$ cat config.mk
export PLATFORM = sky130hd
export DESIGN_NAME = nvs_cmd_unit
export DESIGN_NICKNAME = d
export VERILOG_FILES = /design/src/nvs_cmd_unit.v /design/src/nvs_sync.v /design/src/nvs_busy_timer.v
export VERILOG_INCLUDE_DIRS = /design/src
export SDC_FILE = /design/constraint.sdc
export NUM_CORES = 1
export LEC_CHECK = 0
export BUFFER_PORTS_ARGS = -buffer_cell sky130_fd_sc_hd__clkbuf_2
export CELL_PAD_IN_SITES_DETAIL_PLACEMENT = 0
export CELL_PAD_IN_SITES_GLOBAL_PLACEMENT = 2
export CORE_UTILIZATION = 44
export CTS_CLUSTER_SIZE = 16
export DETAILED_ROUTE_END_ITERATION = 6
export PLACE_DENSITY_LB_ADDON = 0.05
export SYNTH_ARGS = -nofsm -noshare
export SYNTH_HDL_FRONTEND = slang
export SYNTH_SLANG_ARGS = --single-unit
$ cat constraint.sdc
create_clock -name ref_clk -period 4.7 [get_ports ref_clk]
set_input_delay 0.47 -clock ref_clk [delete_from_list [all_inputs] [get_ports ref_clk]]
set_output_delay 0.47 -clock ref_clk [all_outputs]
set_load 0.01 [all_outputs]
$ cat src/nvs_map.vh
/*
 * Constants of the special-command unit: opcodes, status and configuration
 * bit positions, identification fields, reset values and timing.
 * Assumes it is included by bare name from the design files.
 */
// How it works
// - four-wire entry leaves quad bit alone
// - identification read: four bytes, MSB first
// - two-bit id pointer, cleared, wraps three
// - fast id read has one dummy byte
// - id fields: maker, product, density, revision
// - eight serial bytes, zero default, no checksum
// - serial write needs latch, wraps to first
// - lock bit freezes the serial number
// - serial write clears latch unless write-disable
// - unstored lock reverts; stored lock stays set
// - plain serial read bursts eight bytes, wraps
// - fast serial read has one dummy byte
// - store always copies when latch set
// - latch cleared at end of nv commands
// - recall pulses recall_pulse when latch set, reloads nothing itself
// - autostore on after reset, commands change it
// - autostore commands make device busy a while
// - clock registers: own space, sixteen addresses
// - clock registers double-buffered, held as BCD
// - lock is status bit 6, disable bit 7
`ifndef NVS_MAP_VH
`define NVS_MAP_VH
////////////////////////////////////////////////////////////////////////////////
// opcodes
`define NVS_OP_NONE        8'h00
`define NVS_OP_WR_ENABLE   8'h06
`define NVS_OP_SR_WRITE    8'h01
`define NVS_OP_SR_READ     8'h05
`define NVS_OP_CR_WRITE    8'h87
`define NVS_OP_ID_READ     8'h9F
`define NVS_OP_ID_FAST     8'h99
`define NVS_OP_SN_WRITE    8'hC2
`define NVS_OP_SN_READ     8'hC3
`define NVS_OP_SN_FAST     8'hC9
`define NVS_OP_STORE       8'h8C
`define NVS_OP_RECALL      8'h60
`define NVS_OP_AS_ON       8'h59
`define NVS_OP_AS_OFF      8'h19
`define NVS_OP_QUAD_ENTER  8'h38
`define NVS_OP_DUAL_ENTER  8'h37
`define NVS_OP_SINGLE_BACK 8'hFF
`define NVS_OP_CLK_READ    8'h13
`define NVS_OP_CLK_WRITE   8'h12
////////////////////////////////////////////////////////////////////////////////
// transfer widths
`define NVS_MODE_SINGLE 2'h0
`define NVS_MODE_DUAL   2'h1
`define NVS_MODE_QUAD   2'h2
`define NVS_BYTE_BITS   4'h8
////////////////////////////////////////////////////////////////////////////////
// status and configuration bits
`define NVS_SR_BUSY     0
`define NVS_SR_WEL      1
`define NVS_SR_LOCK     6
`define NVS_SR_WDIS     7
`define NVS_SR_WR_MASK  8'hFC
`define NVS_SR_RESET    8'h00
`define NVS_CR_QUAD     1
`define NVS_CR_RESET    8'h00
`define NVS_SN_RESET    8'h00
`define NVS_CLK_RESET   8'h00
////////////////////////////////////////////////////////////////////////////////
// identification word fields
`define NVS_ID_MAKER_LSB 21
`define NVS_ID_PROD_LSB  7
`define NVS_ID_DENS_LSB  3
////////////////////////////////////////////////////////////////////////////////
// timing
`define NVS_CLK_PERIOD_NS 10
`define NVS_SOFT_SEQ_NS   100000
`endif

$ cat src/nvs_cmd_unit.v
/*
 * Special-command unit of a serial nonvolatile memory slave: configuration,
 * identification, serial number, store/recall, autostore and clock registers.
 * Assumes a host in clock mode 0 or 3 with a serial clock well below ref_clk/4;
 * power_cycle is a one-cycle pulse from logic on ref_clk.
 */
`include "nvs_map.vh"
module nvs_cmd_unit #(
	parameter [10:0] MAKER_CODE = 11'h2A5, // arbitrary value
	parameter [13:0] PROD_CODE  = 14'h1234, // arbitrary value
	parameter [3:0]  DENS_CODE  = 4'h5, // arbitrary value
	parameter [2:0]  REV_CODE   = 3'h1, // arbitrary value
	parameter        SEQ_CYCLES = `NVS_SOFT_SEQ_NS / `NVS_CLK_PERIOD_NS
) (
	input  wire       ref_clk,
	input  wire       resetn,
	input  wire       cs_n,
	input  wire       sck,
	input  wire [3:0] io_in,
	input  wire       power_cycle,
	output reg  [3:0] io_out,
	output wire [3:0] io_oe,
	output wire       quad_width_bit,
	output wire       write_enable_latch,
	output wire       serial_num_lock,
	output wire       status_write_disable,
	output wire       autostore_en,
	output wire       busy,
	output wire       four_wire_mode,
	output wire       two_wire_mode,
	output reg        store_pulse,
	output reg        recall_pulse
);
	localparam [2:0] S_OP    = 3'h0;
	localparam [2:0] S_ADDR  = 3'h1;
	localparam [2:0] S_DUMMY = 3'h2;
	localparam [2:0] S_IN    = 3'h3;
	localparam [2:0] S_OUT   = 3'h4;
	localparam [2:0] S_IGN   = 3'h5;

	////////////////////////////////////////////////////////////////////////
	// helpers
	function [3:0] bits_per_clk;
		input [1:0] m;
		case (m)
			`NVS_MODE_DUAL: bits_per_clk = 4'h2;
			`NVS_MODE_QUAD: bits_per_clk = 4'h4;
			default:        bits_per_clk = 4'h1;
		endcase
	endfunction

	function [7:0] shift_in;
		input [7:0] s;
		input [3:0] d;
		input [1:0] m;
		case (m)
			`NVS_MODE_DUAL: shift_in = {s[5:0], d[1:0]};
			`NVS_MODE_QUAD: shift_in = {s[3:0], d};
			default:        shift_in = {s[6:0], d[0]};
		endcase
	endfunction

	// single width answers on io[1], the others from io[0] up
	function [3:0] lane_out;
		input [7:0] t;
		input [1:0] m;
		case (m)
			`NVS_MODE_DUAL: lane_out = {2'h0, t[7:6]};
			`NVS_MODE_QUAD: lane_out = t[7:4];
			default:        lane_out = {2'h0, t[7], 1'b0};
		endcase
	endfunction

	function [3:0] lane_mask;
		input [1:0] m;
		case (m)
			`NVS_MODE_DUAL: lane_mask = 4'h3;
			`NVS_MODE_QUAD: lane_mask = 4'hF;
			default:        lane_mask = 4'h2;
		endcase
	endfunction

	function needs_latch;
		input [7:0] op;
		case (op)
			`NVS_OP_SR_WRITE, `NVS_OP_CR_WRITE, `NVS_OP_SN_WRITE, `NVS_OP_STORE,
			`NVS_OP_RECALL, `NVS_OP_AS_ON, `NVS_OP_AS_OFF, `NVS_OP_CLK_WRITE:
				needs_latch = 1'b1;
			default:
				needs_latch = 1'b0;
		endcase
	endfunction

	////////////////////////////////////////////////////////////////////////
	// pin synchronisers; chip select idles high
	wire       cs_s;
	wire       sck_s;
	wire [3:0] io_s;

	nvs_sync #(.W(6), .INIT(6'h20)) u_sync (
		.clk    (ref_clk),
		.resetn (resetn),
		.din    ({cs_n, sck, io_in}),
		.dout   ({cs_s, sck_s, io_s})
	);

	reg        cs_q_ff;
	reg        sck_q_ff;
	reg [2:0]  st_ff;
	reg [7:0]  cmd_ff;
	reg [7:0]  sh_ff;
	reg [3:0]  cnt_ff;
	reg [3:0]  ptr_ff;
	reg [7:0]  tx_ff;
	reg [3:0]  ocnt_ff;
	reg [7:0]  db_ff;
	reg        got_ff;
	reg [1:0]  mode_ff;
	reg        wel_ff;
	reg [7:0]  sr_ff;
	reg [7:0]  nv_sr_ff;
	reg [7:0]  cr_ff;
	reg        as_ff;
	reg        nv_as_ff;
	reg [7:0]  sn_ff [0:7];
	reg [7:0]  nv_sn_ff [0:7];
	reg [7:0]  clk_ff [0:15];
	reg [7:0]  clk_buf_ff [0:15];
	reg [7:0]  tx_src;
	integer    i;

	wire        sck_rise = sck_s & ~sck_q_ff;
	wire        sck_fall = ~sck_s & sck_q_ff;
	wire        cs_rise  = cs_s & ~cs_q_ff;
	wire        cs_fall  = ~cs_s & cs_q_ff;
	wire [3:0]  nxt_cnt  = cnt_ff + bits_per_clk(mode_ff);
	wire        rx_done  = sck_rise & ~cs_s & (nxt_cnt == `NVS_BYTE_BITS);
	wire [7:0]  nxt_byte = shift_in(sh_ff, io_s, mode_ff);
	wire        dec      = rx_done & (st_ff == S_OP);
	wire        in_done  = rx_done & (st_ff == S_IN);
	wire        seq_busy;
	wire        stored_lock = nv_sr_ff[`NVS_SR_LOCK];
	wire [31:0] id_word = {MAKER_CODE, PROD_CODE, DENS_CODE, REV_CODE};
	wire        pc_store  = power_cycle & as_ff;
	wire        pc_reload = power_cycle & ~as_ff;
	wire        do_store  = pc_store | (cs_rise & (cmd_ff == `NVS_OP_STORE));
	wire        clk_snap  = dec & ~seq_busy & ((nxt_byte == `NVS_OP_CLK_READ) | (nxt_byte == `NVS_OP_CLK_WRITE));
	wire        clk_commit = cs_rise & (cmd_ff == `NVS_OP_CLK_WRITE) & got_ff;
	wire        as_start = cs_rise & ((cmd_ff == `NVS_OP_AS_ON) | (cmd_ff == `NVS_OP_AS_OFF));

	nvs_busy_timer #(.CYCLES(SEQ_CYCLES), .CW(16)) u_busy (
		.clk    (ref_clk),
		.resetn (resetn),
		.start  (as_start),
		.busy   (seq_busy)
	);

	////////////////////////////////////////////////////////////////////////
	// byte that the read in progress shifts out next
	always @* begin
		case (cmd_ff)
			`NVS_OP_ID_READ, `NVS_OP_ID_FAST:
				tx_src = id_word[{~ptr_ff[1:0], 3'h0} +: 8];
			`NVS_OP_SN_READ, `NVS_OP_SN_FAST:
				tx_src = sn_ff[ptr_ff[2:0]];
			`NVS_OP_CLK_READ:
				tx_src = clk_buf_ff[ptr_ff];
			`NVS_OP_SR_READ:
				tx_src = {sr_ff[7:2], wel_ff, seq_busy};
			default:
				tx_src = 8'h00;
		endcase
	end

	////////////////////////////////////////////////////////////////////////
	// frame sequencer on serial clock rising edges; read pointer steps on falling edges
	always @(posedge ref_clk or negedge resetn) begin
		if (!resetn) begin
			cs_q_ff  <= 1'b1;
			sck_q_ff <= 1'b0;
			st_ff    <= S_OP;
			cmd_ff   <= `NVS_OP_NONE;
			sh_ff    <= 8'h00;
			cnt_ff   <= 4'h0;
			ptr_ff   <= 4'h0;
			db_ff    <= 8'h00;
			got_ff   <= 1'b0;
		end else begin
			cs_q_ff  <= cs_s;
			sck_q_ff <= sck_s;
			if (cs_fall) begin
				st_ff  <= S_OP;
				cnt_ff <= 4'h0;
				got_ff <= 1'b0;
				cmd_ff <= `NVS_OP_NONE;
			end else if (sck_rise & ~cs_s) begin
				sh_ff  <= nxt_byte;
				cnt_ff <= rx_done ? 4'h0 : nxt_cnt;
				if (rx_done) begin
					case (st_ff)
						S_OP: begin
							ptr_ff <= 4'h0;
							if (seq_busy || (needs_latch(nxt_byte) && !wel_ff)) begin
								st_ff  <= S_IGN;
								cmd_ff <= `NVS_OP_NONE;
							end else begin
								cmd_ff <= nxt_byte;
								case (nxt_byte)
									`NVS_OP_ID_READ, `NVS_OP_SN_READ, `NVS_OP_SR_READ:
										st_ff <= S_OUT;
									`NVS_OP_ID_FAST, `NVS_OP_SN_FAST:
										st_ff <= S_DUMMY;
									`NVS_OP_CLK_READ, `NVS_OP_CLK_WRITE:
										st_ff <= S_ADDR;
									`NVS_OP_SN_WRITE, `NVS_OP_SR_WRITE, `NVS_OP_CR_WRITE:
										st_ff <= S_IN;
									default:
										st_ff <= S_IGN;
								endcase
							end
						end
						S_ADDR: begin
							// clock space holds sixteen bytes only
							ptr_ff <= nxt_byte[3:0];
							st_ff  <= (cmd_ff == `NVS_OP_CLK_READ) ? S_OUT : S_IN;
						end
						S_DUMMY:
							st_ff <= S_OUT;
						S_IN: begin
							db_ff  <= nxt_byte;
							got_ff <= 1'b1;
							// pointer wraps in its own width
							ptr_ff <= ptr_ff + 4'h1;
						end
						default:
							st_ff <= st_ff;
					endcase
				end
			end else if (sck_fall & ~cs_s & (st_ff == S_OUT) &
				(ocnt_ff + bits_per_clk(mode_ff) == `NVS_BYTE_BITS))
				ptr_ff <= ptr_ff + 4'h1;
		end
	end

	////////////////////////////////////////////////////////////////////////
	// answer shifter on serial clock falling edges
	wire [7:0] cur_tx = (ocnt_ff == 4'h0) ? tx_src : tx_ff;

	always @(posedge ref_clk or negedge resetn) begin
		if (!resetn) begin
			tx_ff   <= 8'h00;
			ocnt_ff <= 4'h0;
			io_out  <= 4'h0;
		end else if (cs_s | (st_ff != S_OUT)) begin
			ocnt_ff <= 4'h0;
			io_out  <= 4'h0;
		end else if (sck_fall) begin
			io_out  <= lane_out(cur_tx, mode_ff);
			tx_ff   <= shift_in(cur_tx, 4'h0, mode_ff);
			ocnt_ff <= (ocnt_ff + bits_per_clk(mode_ff) == `NVS_BYTE_BITS) ? 4'h0 :
				ocnt_ff + bits_per_clk(mode_ff);
		end
	end

	assign io_oe = (~cs_s & (st_ff == S_OUT)) ? lane_mask(mode_ff) : 4'h0;

	////////////////////////////////////////////////////////////////////////
	// commit at chip select rising edge, power cycle and store
	always @(posedge ref_clk or negedge resetn) begin
		if (!resetn) begin
			mode_ff      <= `NVS_MODE_SINGLE;
			wel_ff       <= 1'b0;
			sr_ff        <= `NVS_SR_RESET;
			nv_sr_ff     <= `NVS_SR_RESET;
			cr_ff        <= `NVS_CR_RESET;
			as_ff        <= 1'b1;
			nv_as_ff     <= 1'b1;
			store_pulse  <= 1'b0;
			recall_pulse <= 1'b0;
		end else begin
			store_pulse  <= do_store;
			recall_pulse <= 1'b0;
			if (do_store) begin
				nv_sr_ff <= sr_ff;
				nv_as_ff <= as_ff;
			end
			if (pc_reload) begin
				// no automatic store: volatile settings fall back
				sr_ff  <= nv_sr_ff;
				as_ff  <= nv_as_ff;
				wel_ff <= 1'b0;
			end else if (power_cycle) begin
				wel_ff <= 1'b0;
			end else if (cs_rise) begin
				case (cmd_ff)
					`NVS_OP_WR_ENABLE:
						wel_ff <= 1'b1;
					`NVS_OP_STORE:
						wel_ff <= 1'b0;
					`NVS_OP_RECALL: begin
						recall_pulse <= 1'b1;
						wel_ff       <= 1'b0;
					end
					`NVS_OP_AS_ON: begin
						as_ff  <= 1'b1;
						wel_ff <= 1'b0;
					end
					`NVS_OP_AS_OFF: begin
						as_ff  <= 1'b0;
						wel_ff <= 1'b0;
					end
					`NVS_OP_QUAD_ENTER:
						mode_ff <= `NVS_MODE_QUAD;
					`NVS_OP_DUAL_ENTER:
						mode_ff <= `NVS_MODE_DUAL;
					`NVS_OP_SINGLE_BACK:
						mode_ff <= `NVS_MODE_SINGLE;
					`NVS_OP_SN_WRITE:
						if (got_ff && !sr_ff[`NVS_SR_WDIS])
							wel_ff <= 1'b0;
					`NVS_OP_SR_WRITE:
						if (got_ff) begin
							// a status write can never take back a stored lock
							sr_ff <= (db_ff & `NVS_SR_WR_MASK) |
								({7'h00, stored_lock} << `NVS_SR_LOCK);
							wel_ff <= 1'b0;
						end
					`NVS_OP_CR_WRITE:
						if (got_ff) begin
							cr_ff  <= db_ff;
							wel_ff <= 1'b0;
						end
					`NVS_OP_CLK_WRITE:
						if (got_ff)
							wel_ff <= 1'b0;
					default:
						wel_ff <= wel_ff;
				endcase
			end
		end
	end

	////////////////////////////////////////////////////////////////////////
	// serial number bytes, volatile copy and stored copy; no checksum kept
	always @(posedge ref_clk or negedge resetn) begin
		if (!resetn) begin
			for (i = 0; i < 8; i = i + 1)
				sn_ff[i] <= `NVS_SN_RESET;
		end else if (pc_reload) begin
			for (i = 0; i < 8; i = i + 1)
				sn_ff[i] <= nv_sn_ff[i];
		end else if (in_done && (cmd_ff == `NVS_OP_SN_WRITE) && !sr_ff[`NVS_SR_LOCK]) begin
			sn_ff[ptr_ff[2:0]] <= nxt_byte;
		end
	end

	always @(posedge ref_clk or negedge resetn) begin
		if (!resetn) begin
			for (i = 0; i < 8; i = i + 1)
				nv_sn_ff[i] <= `NVS_SN_RESET;
		end else if (do_store) begin
			for (i = 0; i < 8; i = i + 1)
				nv_sn_ff[i] <= sn_ff[i];
		end
	end

	////////////////////////////////////////////////////////////////////////
	// clock registers: user buffer snapshots the live set at the opcode,
	// so a frame never sees a value change mid-burst
	always @(posedge ref_clk or negedge resetn) begin
		if (!resetn) begin
			for (i = 0; i < 16; i = i + 1)
				clk_buf_ff[i] <= `NVS_CLK_RESET;
		end else if (clk_snap) begin
			for (i = 0; i < 16; i = i + 1)
				clk_buf_ff[i] <= clk_ff[i];
		end else if (in_done && (cmd_ff == `NVS_OP_CLK_WRITE)) begin
			clk_buf_ff[ptr_ff] <= nxt_byte;
		end
	end

	// whole set moves at once when the write frame ends
	always @(posedge ref_clk or negedge resetn) begin
		if (!resetn) begin
			for (i = 0; i < 16; i = i + 1)
				clk_ff[i] <= `NVS_CLK_RESET;
		end else if (clk_commit) begin
			for (i = 0; i < 16; i = i + 1)
				clk_ff[i] <= clk_buf_ff[i];
		end
	end

	////////////////////////////////////////////////////////////////////////
	// visible state
	assign quad_width_bit       = cr_ff[`NVS_CR_QUAD];
	assign write_enable_latch   = wel_ff;
	assign serial_num_lock      = sr_ff[`NVS_SR_LOCK];
	assign status_write_disable = sr_ff[`NVS_SR_WDIS];
	assign autostore_en         = as_ff;
	assign busy                 = seq_busy;
	assign four_wire_mode       = (mode_ff == `NVS_MODE_QUAD);
	assign two_wire_mode        = (mode_ff == `NVS_MODE_DUAL);
endmodule

$ cat src/nvs_sync.v
/*
 * Two-stage synchroniser for a bundle of pin levels.
 * Assumes each bit is an independent slow level relative to clk.
 */
`include "nvs_map.vh"
module nvs_sync #(
	parameter         W    = 1,
	parameter [W-1:0] INIT = {W{1'b0}}
) (
	input  wire         clk,
	input  wire         resetn,
	input  wire [W-1:0] din,
	output wire [W-1:0] dout
);
	reg [W-1:0] meta_ff;
	reg [W-1:0] sync_ff;

	////////////////////////////////////////////////////////////////////////
	// first stage is read only by the second
	always @(posedge clk or negedge resetn) begin
		if (!resetn) begin
			meta_ff <= INIT;
			sync_ff <= INIT;
		end else begin
			meta_ff <= din;
			sync_ff <= meta_ff;
		end
	end
	assign dout = sync_ff;
endmodule

$ cat src/nvs_busy_timer.v
/*
 * Busy timer for the soft sequence time after autostore commands.
 * Assumes start is a one-cycle pulse on clk.
 */
`include "nvs_map.vh"
module nvs_busy_timer #(
	parameter CYCLES = 1,
	parameter CW     = 16
) (
	input  wire clk,
	input  wire resetn,
	input  wire start,
	output wire busy
);
	reg [CW-1:0] cnt_ff;

	////////////////////////////////////////////////////////////////////////
	// load on start, count down to zero; restart extends the window
	always @(posedge clk or negedge resetn) begin
		if (!resetn)
			cnt_ff <= {CW{1'b0}};
		else if (start)
			cnt_ff <= CYCLES[CW-1:0];
		else if (cnt_ff != {CW{1'b0}})
			cnt_ff <= cnt_ff - {{(CW-1){1'b0}}, 1'b1};
	end
	assign busy = (cnt_ff != {CW{1'b0}});
endmodule

==> load_flow_metrics.sql, run 1 <==
INSERT INTO impl_metrics (metric_group, metric, value, unit) VALUES
('timing', 'crit_share_post_route', '87.5', '%'),
('cells_and_area', 'synthToLayoutAreaGrowth', '11.4', '%'),
('detailed_routing', 'drtAntennaViolNets', '0', ''),
('global_routing', 'gr-usage-met1', '34.2', '%'),
('die', 'ioPinCount', '27', ''),
('detailed_routing', 'drt_iter0_markers', '1264', ''),
('setup_path', 'critical_path_class', 'reg2reg', ''),
('power_and_ir_drop', 'p_leak', '12.3', 'nW'),
('detailed_routing', 'drt_wl_total', '64.7', 'mm'),
('detailed_routing', 'drc_errors', '4', ''),
('min_path', 'min_delay_path_depth', '2', ''),
('clocking', 'tritoncts_num_sinks', '483', ''),
('global_routing', 'antenna_found_initial', '0', ''),
('status', 'status', 'finished, violations left', ''),
('timing', 'setup_viol_count_final', '0', ''),
('timing', 'timing.hold.ws', '0.155', 'ns'),
('global_routing', 'grt_start_max_net_pins', '221', ''),
('die', 'die_span_in_x', '233', 'µm'),
('cells_and_area', 'drive_above_1_share', '24.3', '%'),
('synthesis', 'seq_area_frac_synth', '51.4', '%'),
('power_and_ir_drop', 'power_density', '358', 'nW/µm²'),
('die', 'row_count', '84', ''),
('synthesis', 'ys_ff_latch', '483', ''),
('clocking', 'cts_tree', 'built', ''),
('setup_path', 'critical_path.reg2reg.startpoint', 'mode_ff[0]', ''),
('synthesis', 'synthDistinctLibCells', '72', ''),
('detailed_routing', 'drtPass1Iterations', '7', ''),
('place', 'dp_hpwl', '40.4', 'mm'),
('min_path', 'holdCritStartpoint', 'power_cycle', ''),
('global_routing', 'grt_pass1_vias', '16400', ''),
('die', 'chipHeight', '233', 'µm'),
('timing', 'report.final.slew_viol_count', '0', ''),
('clocking', 'clock_latency', '0.61', 'ns'),
('clocking', 'postCtsSetupRepairBufs', '0', ''),
('clocking', 'ctsRootBufferMaster', 'sky130_fd_sc_hd__clkbuf_16', ''),
('clocking', 'post_cts_hold_buffer_count', '7', ''),
('synthesis', 'ys_dominant_reg_cell', 'sky130_fd_sc_hd__dfrtp_1', ''),
('synthesis', 'postSynth.asyncResetShare', '100', '%'),
('setup_path', 'critPathArrivalTime', '4.55', 'ns'),
('min_path', 'hp-class', 'in2reg', ''),
('detailed_routing', 'via_per_inst', '5.77', ''),
('die', 'core_region_area', '52800', 'µm²'),
('timing', 'finalClockSkew', '0.0264', 'ns'),
('synthesis', 'post-synth-top-count-cell', 'sky130_fd_sc_hd__dfrtp_1', ''),
('clocking', 'clk_path_buf_depth', '3', ''),
('status', 'failed_checks', 'design-rule violations', ''),
('die', 'design.die.area', '54400', 'µm²'),
('place', 'pre_cts_ws', '0.784', 'ns'),
('synthesis', 'synth-edff-count', '0', ''),
('setup_path', 'rr_worst_depth', '11', ''),
('synthesis', 'synth_cells', '2097', ''),
('global_routing', 'first_pass_grt_wire_length', '101', 'mm'),
('timing', 'hold_violations', '0', ''),
('clocking', 'cts-buffers-inserted', '53', ''),
('global_routing', 'grt_usage', '24.3', '%'),
('synthesis', 'synth_nets', '2122', ''),
('clocking', 'post_cts.resized_instances', '0', ''),
('min_path', 'holdPathEnd', 'write_enable_latch', ''),
('place', 'post_dp_cell_area', '24400', 'µm²'),
('timing', 'post-route-worst-setup-slack', '0.586', 'ns'),
('clocking', 'ctsHtreeMaxLevel', '2', ''),
('synthesis', 'netlist.top_cell.by_area', 'sky130_fd_sc_hd__dfrtp_1', ''),
('setup_path', 'cp_data_required_time', '5.13', 'ns'),
('die', 'start_util', '44.6', '%'),
('cells_and_area', 'final_cells', '2820', ''),
('timing', 'tightest_slew', '1.24', 'ns'),
('cells_and_area', 'number_of_diodes_added_for_antenna_fixing', '0', ''),
('timing', 'setup_tns', '0', 'ns'),
('power_and_ir_drop', 'power.ir.vdd_worst', '259', 'µV'),
('detailed_routing', 'via_count', '16300', ''),
('place', 'port_buffers', '26', '');
per-stage QoR:
| stage | utilization (%) | power [mW] |
|---|---|---|
| floorplan | - | 4.97 |
| global placement | 46.3 | 5.28 |
| detailed placement | 46.3 | 5.30 |
| CTS | 49.7 | 9.51 |
| global route | 49.7 | 9.74 |
| finish | 49.7 | 9.40 |
registers in the layout, summed over array words and instances, names as in the netlist, 2 cells and up:
name	cells
clk_buf_ff	128
clk_ff	128
nv_sn_ff	64
sn_ff	64
u_busy.cnt_ff	16
cmd_ff	8
db_ff	7
sh_ff	7
tx_ff	7
nv_sr_ff	6
sr_ff	6
u_sync.dout	6
u_sync.meta_ff	6
cnt_ff	4
io_out	4
ocnt_ff	4
ptr_ff	4
st_ff	3
mode_ff	2
critical path: stages (launching register included):
cell,delay [ns]
sky130_fd_sc_hd__dfrtp_1,0.41
sky130_fd_sc_hd__inv_1,0.07
sky130_fd_sc_hd__ha_1,0.56
sky130_fd_sc_hd__ha_1,0.39
sky130_fd_sc_hd__xnor2_1,0.20
sky130_fd_sc_hd__nor4_4,0.36
sky130_fd_sc_hd__nand2_1,0.14
sky130_fd_sc_hd__or4_4,0.47
sky130_fd_sc_hd__or3_4,0.42
sky130_fd_sc_hd__buf_12,0.27
sky130_fd_sc_hd__nor2_1,0.30
sky130_fd_sc_hd__a21oi_1,0.06
report_power, final:
group	internal (mW)	switching [mW]
clock network	2.45	1.72
logic	0.254	0.425
registers	4.39	0.157
total	7.09	2.30
layout make-up:
class | count | area (µm²) | share of cell area [%]
Clock buffer | 86 | 1660 | 6.34
Tap cell | 688 | 861 | 3.28
Clock inverter | 7 | 71.3 | 0.272
Timing Repair Buffer | 97 | 753 | 2.87
Sequential cell | 483 | 12100 | 46.1
Inverter | 16 | 60.1 | 0.229
Multi-Input combinational cell | 1443 | 10700 | 40.9
cells by family (layout without fill, tap and decap cells):
family	count (synthesis)	in the layout	share of synthesized area (%)
AND/OR/NAND/NOR	508	508	10.8
flip-flops	483	483	51.4
AO/OA/AOI/OAI	447	447	11.8
XOR/XNOR	19	19	0.707
buffers and inverters	171	206	3.52
multiplexers	453	453	21.0
adder cells (fa/ha/maj)	16	16	0.850
per-layer routing:
metal | part of all wire [%] | up-vias
met5 | 0 | -
met1 | 47 | 8335
met2 | 47 | 319
li1 | - | 7533
met4 | 2.4 | 0
met3 | 4.4 | 94
cell usage in the layout, fill, tap and decap left out, types with 13 or more instances in the layout:
master / n
sky130_fd_sc_hd__a21oi_1: 122
sky130_fd_sc_hd__nor3_1: 16
sky130_fd_sc_hd__ha_1: 16
sky130_fd_sc_hd__mux2_2: 230
sky130_fd_sc_hd__inv_1: 16
sky130_fd_sc_hd__clkbuf_8: 19
sky130_fd_sc_hd__nor4_1: 17
sky130_fd_sc_hd__mux2i_1: 214
sky130_fd_sc_hd__nand3_1: 22
sky130_fd_sc_hd__buf_4: 59
sky130_fd_sc_hd__o22ai_1: 16
sky130_fd_sc_hd__o21ai_0: 129
sky130_fd_sc_hd__a21oi_2: 33
sky130_fd_sc_hd__nor2_2: 34
sky130_fd_sc_hd__nor2_1: 134
sky130_fd_sc_hd__nand2b_1: 20
sky130_fd_sc_hd__clkbuf_2: 25
sky130_fd_sc_hd__clkbuf_1: 13
sky130_fd_sc_hd__a31oi_1: 13
sky130_fd_sc_hd__o21ai_1: 23
sky130_fd_sc_hd__clkbuf_16: 54
sky130_fd_sc_hd__nor2b_1: 15
sky130_fd_sc_hd__nand2_1: 166
sky130_fd_sc_hd__dfrtp_1: 475
worst max path at each step:
stage	endpoint	cells past startpoint	slack [ns]	start
2_1_floorplan	clk_buf_ff[0]	15	1.42	mode_ff[0]
3_3_place_gp	clk_buf_ff[4]	11	0.86	mode_ff[0]
3_5_place_dp	clk_buf_ff[85]	11	0.78	mode_ff[0]
4_1_cts	clk_buf_ff[4]	11	0.78	mode_ff[0]
5_1_grt	clk_buf_ff[88]	11	0.44	mode_ff[0]
6_report	clk_buf_ff[88]	11	0.59	mode_ff[0]
No activity file was read; power rests on OpenSTA's default activity.
==> run 2: changes to the inputs <==
==> constraint.sdc (replaced) <==
create_clock -name ref_clk -period 4.7 [get_ports ref_clk]
set_input_delay 1.175 -clock ref_clk [delete_from_list [all_inputs] [get_ports ref_clk]]
set_output_delay 1.175 -clock ref_clk [all_outputs]
set_load 0.01 [all_outputs]
==> load_flow_metrics.sql, run 2 (synthesis results as in run 1) <==
INSERT INTO impl_metrics (metric_group, metric, value, unit) VALUES
('place', 'post_dp_cell_area', '24500', 'µm²'),
('cells_and_area', 'finish.net_count', '2115', ''),
('die', 'start_util', '44.6', '%'),
('cells_and_area', 'area_used_by_multi_input_combinational_logic', '10700', 'µm²'),
('detailed_routing', 'wl_met2', '30.3', 'mm'),
('cells_and_area', 'ff_latch_area', '12100', 'µm²'),
('clocking', 'post_cts_hold_buffer_count', '0', ''),
('detailed_routing', 'drc_errors', '4', ''),
('power_and_ir_drop', 'power.ir.vdd_worst', '294', 'µV'),
('die', 'chipHeight', '233', 'µm'),
('cells_and_area', 'number_of_diodes_added_for_antenna_fixing', '0', ''),
('setup_path', 'worstSetupEndpointType', 'flop', ''),
('cells_and_area', 'most-common-layout-cells', 'sky130_fd_sc_hd__dfrtp_1 (475), sky130_fd_sc_hd__mux2_2 (230), sky130_fd_sc_hd__mux2i_1 (214), sky130_fd_sc_hd__nand2_1 (166), sky130_fd_sc_hd__nor2_1 (134)', ''),
('die', 'row_count', '84', ''),
('setup_path', 'cp_data_required_time', '5.16', 'ns'),
('timing', 'grt_setup_unrepaired', 'no', ''),
('detailed_routing', 'routed.top_layer', 'met4', ''),
('cells_and_area', 'reg_top3', 'clk_buf_ff (128), clk_ff (128)', ''),
('place', 'port_buffers', '26', ''),
('setup_path', 'cp_max_fo', '66', ''),
('setup_path', 'setup.worst_path.start_class', 'flop', ''),
('power_and_ir_drop', 'power_density', '367', 'nW/µm²'),
('detailed_routing', 'drtAntennaViolNets', '0', ''),
('place', 'place_congestion', '0.823', ''),
('detailed_routing', 'drt-met1-wl', '30.5', 'mm'),
('timing', 'finalClockSkew', '0.0230', 'ns'),
('global_routing', 'antenna_found_initial', '0', ''),
('clocking', 'clock_latency', '0.61', 'ns'),
('timing', 'hold_violations', '0', ''),
('clocking', 'cts_tree', 'built', ''),
('clocking', 'post_cts.resized_instances', '0', ''),
('clocking', 'cts.clk_slew.worst_paths', '0.06', 'ns'),
('cells_and_area', 'synthToLayoutAreaGrowth', '12.0', '%'),
('timing', 'period_needed', '4.11', 'ns'),
('global_routing', 'grt_pass1_vias', '16500', ''),
('die', 'ioPinCount', '27', ''),
('global_routing', 'grt_start_max_net_pins', '126', ''),
('cells_and_area', 'filler_cell_count', '4698', ''),
('cells_and_area', 'fin_area', '26400', 'µm²'),
('detailed_routing', 'via_per_inst', '5.76', ''),
('detailed_routing', 'drt_iter0_markers', '1129', ''),
('place', 'dp_hpwl', '39.7', 'mm'),
('power_and_ir_drop', 'p_leak', '12.4', 'nW'),
('timing', 'tightest_slew', '1.10', 'ns'),
('detailed_routing', 'drt_wl_total', '64.1', 'mm'),
('die', 'design.die.area', '54400', 'µm²'),
('detailed_routing', 'detailroute.wirelength.met3', '2.08', 'mm'),
('timing', 'max_clock_freq', '243', 'MHz'),
('cells_and_area', 'drive_above_1_share', '24.9', '%'),
('run', 'max_cap_viol_count', '0', ''),
('setup_path', 'critPathArrivalTime', '4.56', 'ns'),
('setup_path', 'critical_path_class', 'reg2reg', ''),
('global_routing', 'first_pass_grt_wire_length', '102', 'mm'),
('clocking', 'clk_path_buf_depth', '3', ''),
('clocking', 'cts-buffers-inserted', '55', ''),
('detailed_routing', 'via_count', '16300', ''),
('clocking', 'ctsRootBufferMaster', 'sky130_fd_sc_hd__clkbuf_16', ''),
('timing', 'setup_viol_count_final', '0', ''),
('die', 'die_span_in_x', '233', 'µm'),
('timing', 'setup_tns', '0', 'ns'),
('global_routing', 'grt_usage', '24.4', '%'),
('timing', 'maxSlewHeadroom', '24.5', '%'),
('timing', 'crit_share_post_route', '87.4', '%'),
('die', 'core_region_area', '52800', 'µm²'),
('min_path', 'hp-class', 'reg2reg', ''),
('status', 'status', 'finished, violations left', ''),
('timing', 'report.final.slew_viol_count', '0', ''),
('global_routing', 'globalRoute.totalOverflow', '0', ''),
('detailed_routing', 'wl_per_cell', '22.7', 'µm'),
('detailed_routing', 'drtPass1Iterations', '7', ''),
('cells_and_area', 'final_common_cell', 'sky130_fd_sc_hd__dfrtp_1', ''),
('status', 'failed_checks', 'design-rule violations', ''),
('clocking', 'ctsHtreeMaxLevel', '2', ''),
('clocking', 'tritoncts_num_sinks', '483', ''),
('clocking', 'postCtsSetupRepairBufs', '0', '');
run 2: changes by cell type in the layout (fill, tap and decap cells not counted), moves of 3 or more:
cell	delta
sky130_fd_sc_hd__buf_12	+3
sky130_fd_sc_hd__bufinv_16	+3
sky130_fd_sc_hd__dlygate4sd3_1	-7
sky130_fd_sc_hd__clkbuf_1	-3
sky130_fd_sc_hd__clkinvlp_4	+3
sky130_fd_sc_hd__clkinv_2	+4
run 2: worst paths after layout:
path,endpoint,startpoint,depth (start not counted),slack (ns)
min reg2reg,u_sync.dout[4],u_sync.meta_ff[4],0,0.35
min in group asynchronous,u_busy.cnt_ff[4],resetn,1,0.59
max in group asynchronous,clk_ff[80],resetn,2,3.00
max,clk_buf_ff[71],mode_ff[0],11,0.59
min,u_sync.dout[4],u_sync.meta_ff[4],0,0.35
max reg2reg,clk_buf_ff[71],mode_ff[0],11,0.59
run 2: critical path, cell delays in order, from the launching register on:
cell	delay [ns]
sky130_fd_sc_hd__dfrtp_1	0.41
sky130_fd_sc_hd__inv_1	0.07
sky130_fd_sc_hd__ha_1	0.62
sky130_fd_sc_hd__ha_1	0.40
sky130_fd_sc_hd__xnor2_1	0.20
sky130_fd_sc_hd__nor4_4	0.34
sky130_fd_sc_hd__nand2_1	0.13
sky130_fd_sc_hd__or4_4	0.48
sky130_fd_sc_hd__or3_4	0.70
sky130_fd_sc_hd__buf_12	0.34
sky130_fd_sc_hd__nor2_1	0.13
sky130_fd_sc_hd__a21oi_1	0.05
run 2: area by class of cell:
class,count,area share [%]
sequential,483,45.9
multi-input combinational,1443,40.6
clock buffer,84,6.40
tap,688,3.27
timing repair buffer,91,2.76
clock inverter,18,0.807
inverter,16,0.228
run 2: metrics by stage:
| stage | utilization [%] | hold WS [ns] | total power, mW | cells | worst slack (ns) |
|---|---|---|---|---|---|
| 2_1_floorplan | - | 0.331 | 4.97 | 2097 | 1.42 |
| 3_3_place_gp | 46.4 | 0.335 | 5.28 | 2721 | 0.696 |
| 3_5_place_dp | 46.4 | 0.336 | 5.31 | 2721 | 0.634 |
| 4_1_cts | 50.0 | 0.345 | 9.81 | 2823 | 0.626 |
| 5_1_grt | 50.0 | 0.361 | 10.1 | 2823 | 0.324 |
| 6_report | 50.0 | 0.347 | 9.68 | 2823 | 0.592 |
run 2: power by group:
group          switching [mW]  leakage (nW)  total [mW]  internal (mW)
combinational           0.427          4.85       0.680          0.253
sequential              0.153          6.60        4.54           4.39
clock                    1.77         0.935        4.45           2.68
run 2: routing by layer:
layer | vias to the layer above | track usage [%]
met1 | 8386 | 34.6
met4 | 0 | 5.94
li1 | 7547 | -
met5 | - | 0
met2 | 251 | 39.4
met3 | 85 | 3.06
==> run 3: changes to the inputs <==
--- a/config.mk
+++ b/config.mk
@@ -6,13 +6,15 @@
 export SDC_FILE = /design/constraint.sdc
 export NUM_CORES = 1
 export LEC_CHECK = 0
+export ABC_AREA = 1
 export BUFFER_PORTS_ARGS = -buffer_cell sky130_fd_sc_hd__clkbuf_2
 export CELL_PAD_IN_SITES_DETAIL_PLACEMENT = 0
 export CELL_PAD_IN_SITES_GLOBAL_PLACEMENT = 2
-export CORE_UTILIZATION = 44
+export CORE_UTILIZATION = 39
 export CTS_CLUSTER_SIZE = 16
 export DETAILED_ROUTE_END_ITERATION = 6
 export PLACE_DENSITY_LB_ADDON = 0.05
 export SYNTH_ARGS = -nofsm -noshare
 export SYNTH_HDL_FRONTEND = slang
+export SYNTH_HIERARCHICAL = 1
 export SYNTH_SLANG_ARGS = --single-unit
==> load_flow_metrics.sql, run 3 <==
INSERT INTO impl_metrics (metric_group, metric, value, unit) VALUES
('status', 'status', 'finished, violations left', ''),
('status', 'failed_checks', 'design-rule violations', ''),
('power_and_ir_drop', 'clock_power_share', '43.3', '%'),
('setup_path', 'cp_slowest_cell', 'sky130_fd_sc_hd__nand4_1', ''),
('synthesis', 'ys_dominant_reg_cell', 'sky130_fd_sc_hd__dfrtp_1', ''),
('setup_path', 'crit_path_frequent_cell', 'sky130_fd_sc_hd__inv_1', ''),
('synthesis', 'postSynth.asyncResetShare', '100', '%'),
('clocking', 'clk_path_buf_depth', '3', ''),
('synthesis', 'synthesis.area', '24800', 'µm²'),
('synthesis', 'yosys_warnings', '6', ''),
('setup_path', 'worstSetupEndpointType', 'flop', ''),
('setup_path', 'cp_max_fo', '10', ''),
('synthesis', 'largest_family_of_logic_cells_by_synthesized_area', 'simple AND/OR/NAND/NOR gates', ''),
('synthesis', 'post_synth_mux_area_share', '3.40', '%'),
('cells_and_area', 'final_common_cell', 'sky130_fd_sc_hd__nand2_1', ''),
('synthesis', 'synth-edff-count', '0', ''),
('detailed_routing', 'via_per_inst', '5.48', ''),
('place', 'pre_cts_ws', '1.09', 'ns'),
('synthesis', 'leading_cell_types_by_total_area_after_synthesis', 'sky130_fd_sc_hd__dfrtp_1 (48%), sky130_fd_sc_hd__nand2_1 (14%), sky130_fd_sc_hd__nand3_1 (4.8%)', ''),
('synthesis', 'synthTopCellsByCount', 'sky130_fd_sc_hd__nand2_1 (905), sky130_fd_sc_hd__dfrtp_1 (478), sky130_fd_sc_hd__nor2_1 (318)', ''),
('setup_path', 'critPathArrivalTime', '4.16', 'ns'),
('synthesis', 'synthDistinctLibCells', '49', ''),
('setup_path', 'crit_path_cell_trace', 'inv_1 -> ha_1 -> ha_1 -> inv_1 -> o21bai_1 -> inv_1 -> nand2_1 -> xor2_2 -> nand4_1 -> buf_12 -> nor2_1 -> nor2_1 -> nand2_1 -> nand3_1', ''),
('min_path', 'hp-class', 'reg2reg', ''),
('die', 'ioPinCount', '27', ''),
('detailed_routing', 'wl_per_cell', '21.7', 'µm'),
('global_routing', 'grt_start_max_net_pins', '189', ''),
('global_routing', 'globalRoute.totalOverflow', '0', ''),
('synthesis', 'seq_area_frac_synth', '48.8', '%'),
('place', 'port_buffers', '26', ''),
('cells_and_area', 'drive_above_1_share', '10.4', '%'),
('place', 'post_dp_cell_area', '26100', 'µm²'),
('power_and_ir_drop', 'power_switching', '3.01', 'mW'),
('die', 'row_count', '92', ''),
('clocking', 'post_cts_hold_buffer_count', '0', ''),
('synthesis', 'synth_compound_area_share', '11.8', '%'),
('synthesis', 'ys_ff_latch', '483', ''),
('timing', 'max_clock_freq', '273', 'MHz'),
('setup_path', 'critical_path_class', 'reg2reg', ''),
('setup_path', 'cp_data_required_time', '5.20', 'ns'),
('clocking', 'cts-buffers-inserted', '57', ''),
('run', 'max_cap_viol_count', '0', ''),
('detailed_routing', 'drc_errors', '2', ''),
('timing', 'setup_viol_count_final', '0', ''),
('timing', 'post-route-worst-setup-slack', '1.04', 'ns'),
('synthesis', 'synth_nets', '3170', ''),
('timing', 'hold_violations', '0', ''),
('synthesis', 'post-synth-top-area-fraction', '48.3', '%'),
('die', 'chipHeight', '254', 'µm'),
('detailed_routing', 'drtAntennaViolNets', '0', ''),
('die', 'die_span_in_x', '254', 'µm'),
('timing', 'tightest_slew', '1.07', 'ns'),
('power_and_ir_drop', 'power.switching_fraction', '29.5', '%'),
('clocking', 'postCtsSetupRepairBufs', '0', ''),
('synthesis', 'synth_cells', '3146', ''),
('setup_path', 'setup.worst_path.start_class', 'flop', ''),
('power_and_ir_drop', 'p_seq_share', '43.4', '%'),
('detailed_routing', 'drt_iter0_markers', '1973', ''),
('timing', 'maxSlewHeadroom', '28.8', '%'),
('power_and_ir_drop', 'p_leak', '13.7', 'nW'),
('clocking', 'clock_latency', '0.63', 'ns'),
('die', 'start_util', '39.3', '%'),
('synthesis', 'post-synth-top-count-cell', 'sky130_fd_sc_hd__nand2_1', ''),
('timing', 'report.final.slew_viol_count', '0', ''),
('die', 'core_region_area', '63000', 'µm²'),
('clocking', 'post_cts.resized_instances', '0', ''),
('cells_and_area', 'reg_top3', 'clk_buf_ff (128), clk_ff (128)', ''),
('global_routing', 'antenna_found_initial', '0', ''),
('global_routing', 'first_pass_grt_wire_length', '134', 'mm'),
('synthesis', 'post_synth_xor_area_fraction', '0.313', '%'),
('place', 'place_congestion', '0.848', ''),
('global_routing', 'grt_usage', '27.5', '%'),
('detailed_routing', 'drtPass1Iterations', '7', ''),
('detailed_routing', 'drt_wl_total', '87.6', 'mm'),
('detailed_routing', 'via_count', '22100', ''),
('timing', 'setup_tns', '0', 'ns'),
('timing', 'period_needed', '3.66', 'ns'),
('setup_path', 'rr_worst_depth', '14', ''),
('clocking', 'cts.clk_slew.worst_paths', '0.06', 'ns'),
('synthesis', 'synth_simple_gate_area_share', '27.9', '%'),
('power_and_ir_drop', 'power.combinational.fraction', '13.3', '%'),
('power_and_ir_drop', 'power.ir.vdd_worst', '289', 'µV'),
('timing', 'finalClockSkew', '0.0120', 'ns'),
('place', 'dp_hpwl', '57.1', 'mm'),
('cells_and_area', 'synthToLayoutAreaGrowth', '12.7', '%'),
('synthesis', 'post_synth.cell_area_avg', '7.87', 'µm²'),
('clocking', 'ctsHtreeMaxLevel', '2', ''),
('global_routing', 'grt_pass1_vias', '21600', ''),
('timing', 'crit_share_post_route', '77.8', '%'),
('synthesis', 'synthAdderAreaFrac', '0.758', '%'),
('power_and_ir_drop', 'power_density', '366', 'nW/µm²'),
('clocking', 'tritoncts_num_sinks', '483', ''),
('clocking', 'cts_tree', 'built', ''),
('clocking', 'ctsRootBufferMaster', 'sky130_fd_sc_hd__clkbuf_16', ''),
('min_path', 'min_delay_path_depth', '0', ''),
('timing', 'grt_setup_unrepaired', 'no', ''),
('cells_and_area', 'fin_area', '27900', 'µm²'),
('setup_path', 'crit_path_max_cell_delay', '0.62', 'ns'),
('power_and_ir_drop', 'power.internal', '7.20', 'mW'),
('cells_and_area', 'most-common-layout-cells', 'sky130_fd_sc_hd__nand2_1 (903), sky130_fd_sc_hd__dfrtp_1 (477), sky130_fd_sc_hd__nor2_1 (315), sky130_fd_sc_hd__inv_1 (261), sky130_fd_sc_hd__nand3_1 (239)', ''),
('die', 'design.die.area', '64500', 'µm²'),
('cells_and_area', 'finish.net_count', '3172', ''),
('synthesis', 'netlist.top_cell.by_area', 'sky130_fd_sc_hd__dfrtp_1', ''),
('cells_and_area', 'number_of_diodes_added_for_antenna_fixing', '0', '');
-- run 3: stage by stage --
step	hold WS (ns)	instances	power [mW]	util, %
after global placement	0.345	3935	5.86	41.4
after detailed placement	0.337	3935	5.86	41.4
final	0.351	4040	10.2	44.3
after CTS	0.354	4040	10.3	44.3
after global routing	0.357	4040	10.6	44.3
after floorplan	0.331	3146	5.18	-
-- run 3: logic make-up (layout without fill, tap and decap cells) --
| kind of cell | Yosys count | after routing |
|---|---|---|
| simple gates | 1631 | 1631 |
| compound gates | 492 | 492 |
| flops | 483 | 483 |
| buf+inv | 442 | 490 |
| mux | 75 | 75 |
| fa+ha+maj | 15 | 15 |
| xor+xnor | 8 | 8 |
-- run 3: critical path, delay by kind of cell, from the launching register on --
family	cells	cell delay, ns
simple gates	6	1.52
compound gates	1	0.13
buf+inv	4	0.58
fa+ha+maj	2	0.64
xor+xnor	1	0.23
flops	1	0.40
-- run 3: worst paths after layout --
kind	from	to	slack [ns]
setup / recovery	mode_ff[0]	clk_buf_ff[69]	1.04
hold / removal	u_sync/meta_ff[1]	u_sync/dout[1]	0.35
setup reg to reg	mode_ff[0]	clk_buf_ff[69]	1.04
hold reg to reg	u_sync/meta_ff[1]	u_sync/dout[1]	0.35
max in group asynchronous	resetn	nv_sn_ff[41]	2.95
min in group asynchronous	resetn	u_sync/meta_ff[4]	0.60
-- run 3: cell type report --
class / instances / area (µm²)
repair buffers: 109 / 926
well taps: 846 / 1060
clock inverters: 11 / 83.8
inverters: 276 / 1040
flip-flops and latches: 483 / 12100
clock buffers: 94 / 1750
fillers: 6396 / 35000
multi-input cells: 2221 / 11000
-- run 3: routing by layer --
layer  up-vias  global-route usage [%]  routed length [µm]
met2       643                    41.4               38600
met1     10900                    40.5               42100
met3       129                    4.03                4750
li1      10400                       -                   -
met4         0                    7.88                2220
met5         -                       0                   0
-- run 3: power by group through the flow --
stage,Combinational (mW),Clock (mW),Sequential [mW]
after detailed placement,1.36,0,4.50
after global routing,1.49,4.70,4.45
final,1.36,4.42,4.43
after global placement,1.36,0,4.50
after CTS,1.36,4.51,4.43
after floorplan,0.747,0,4.43
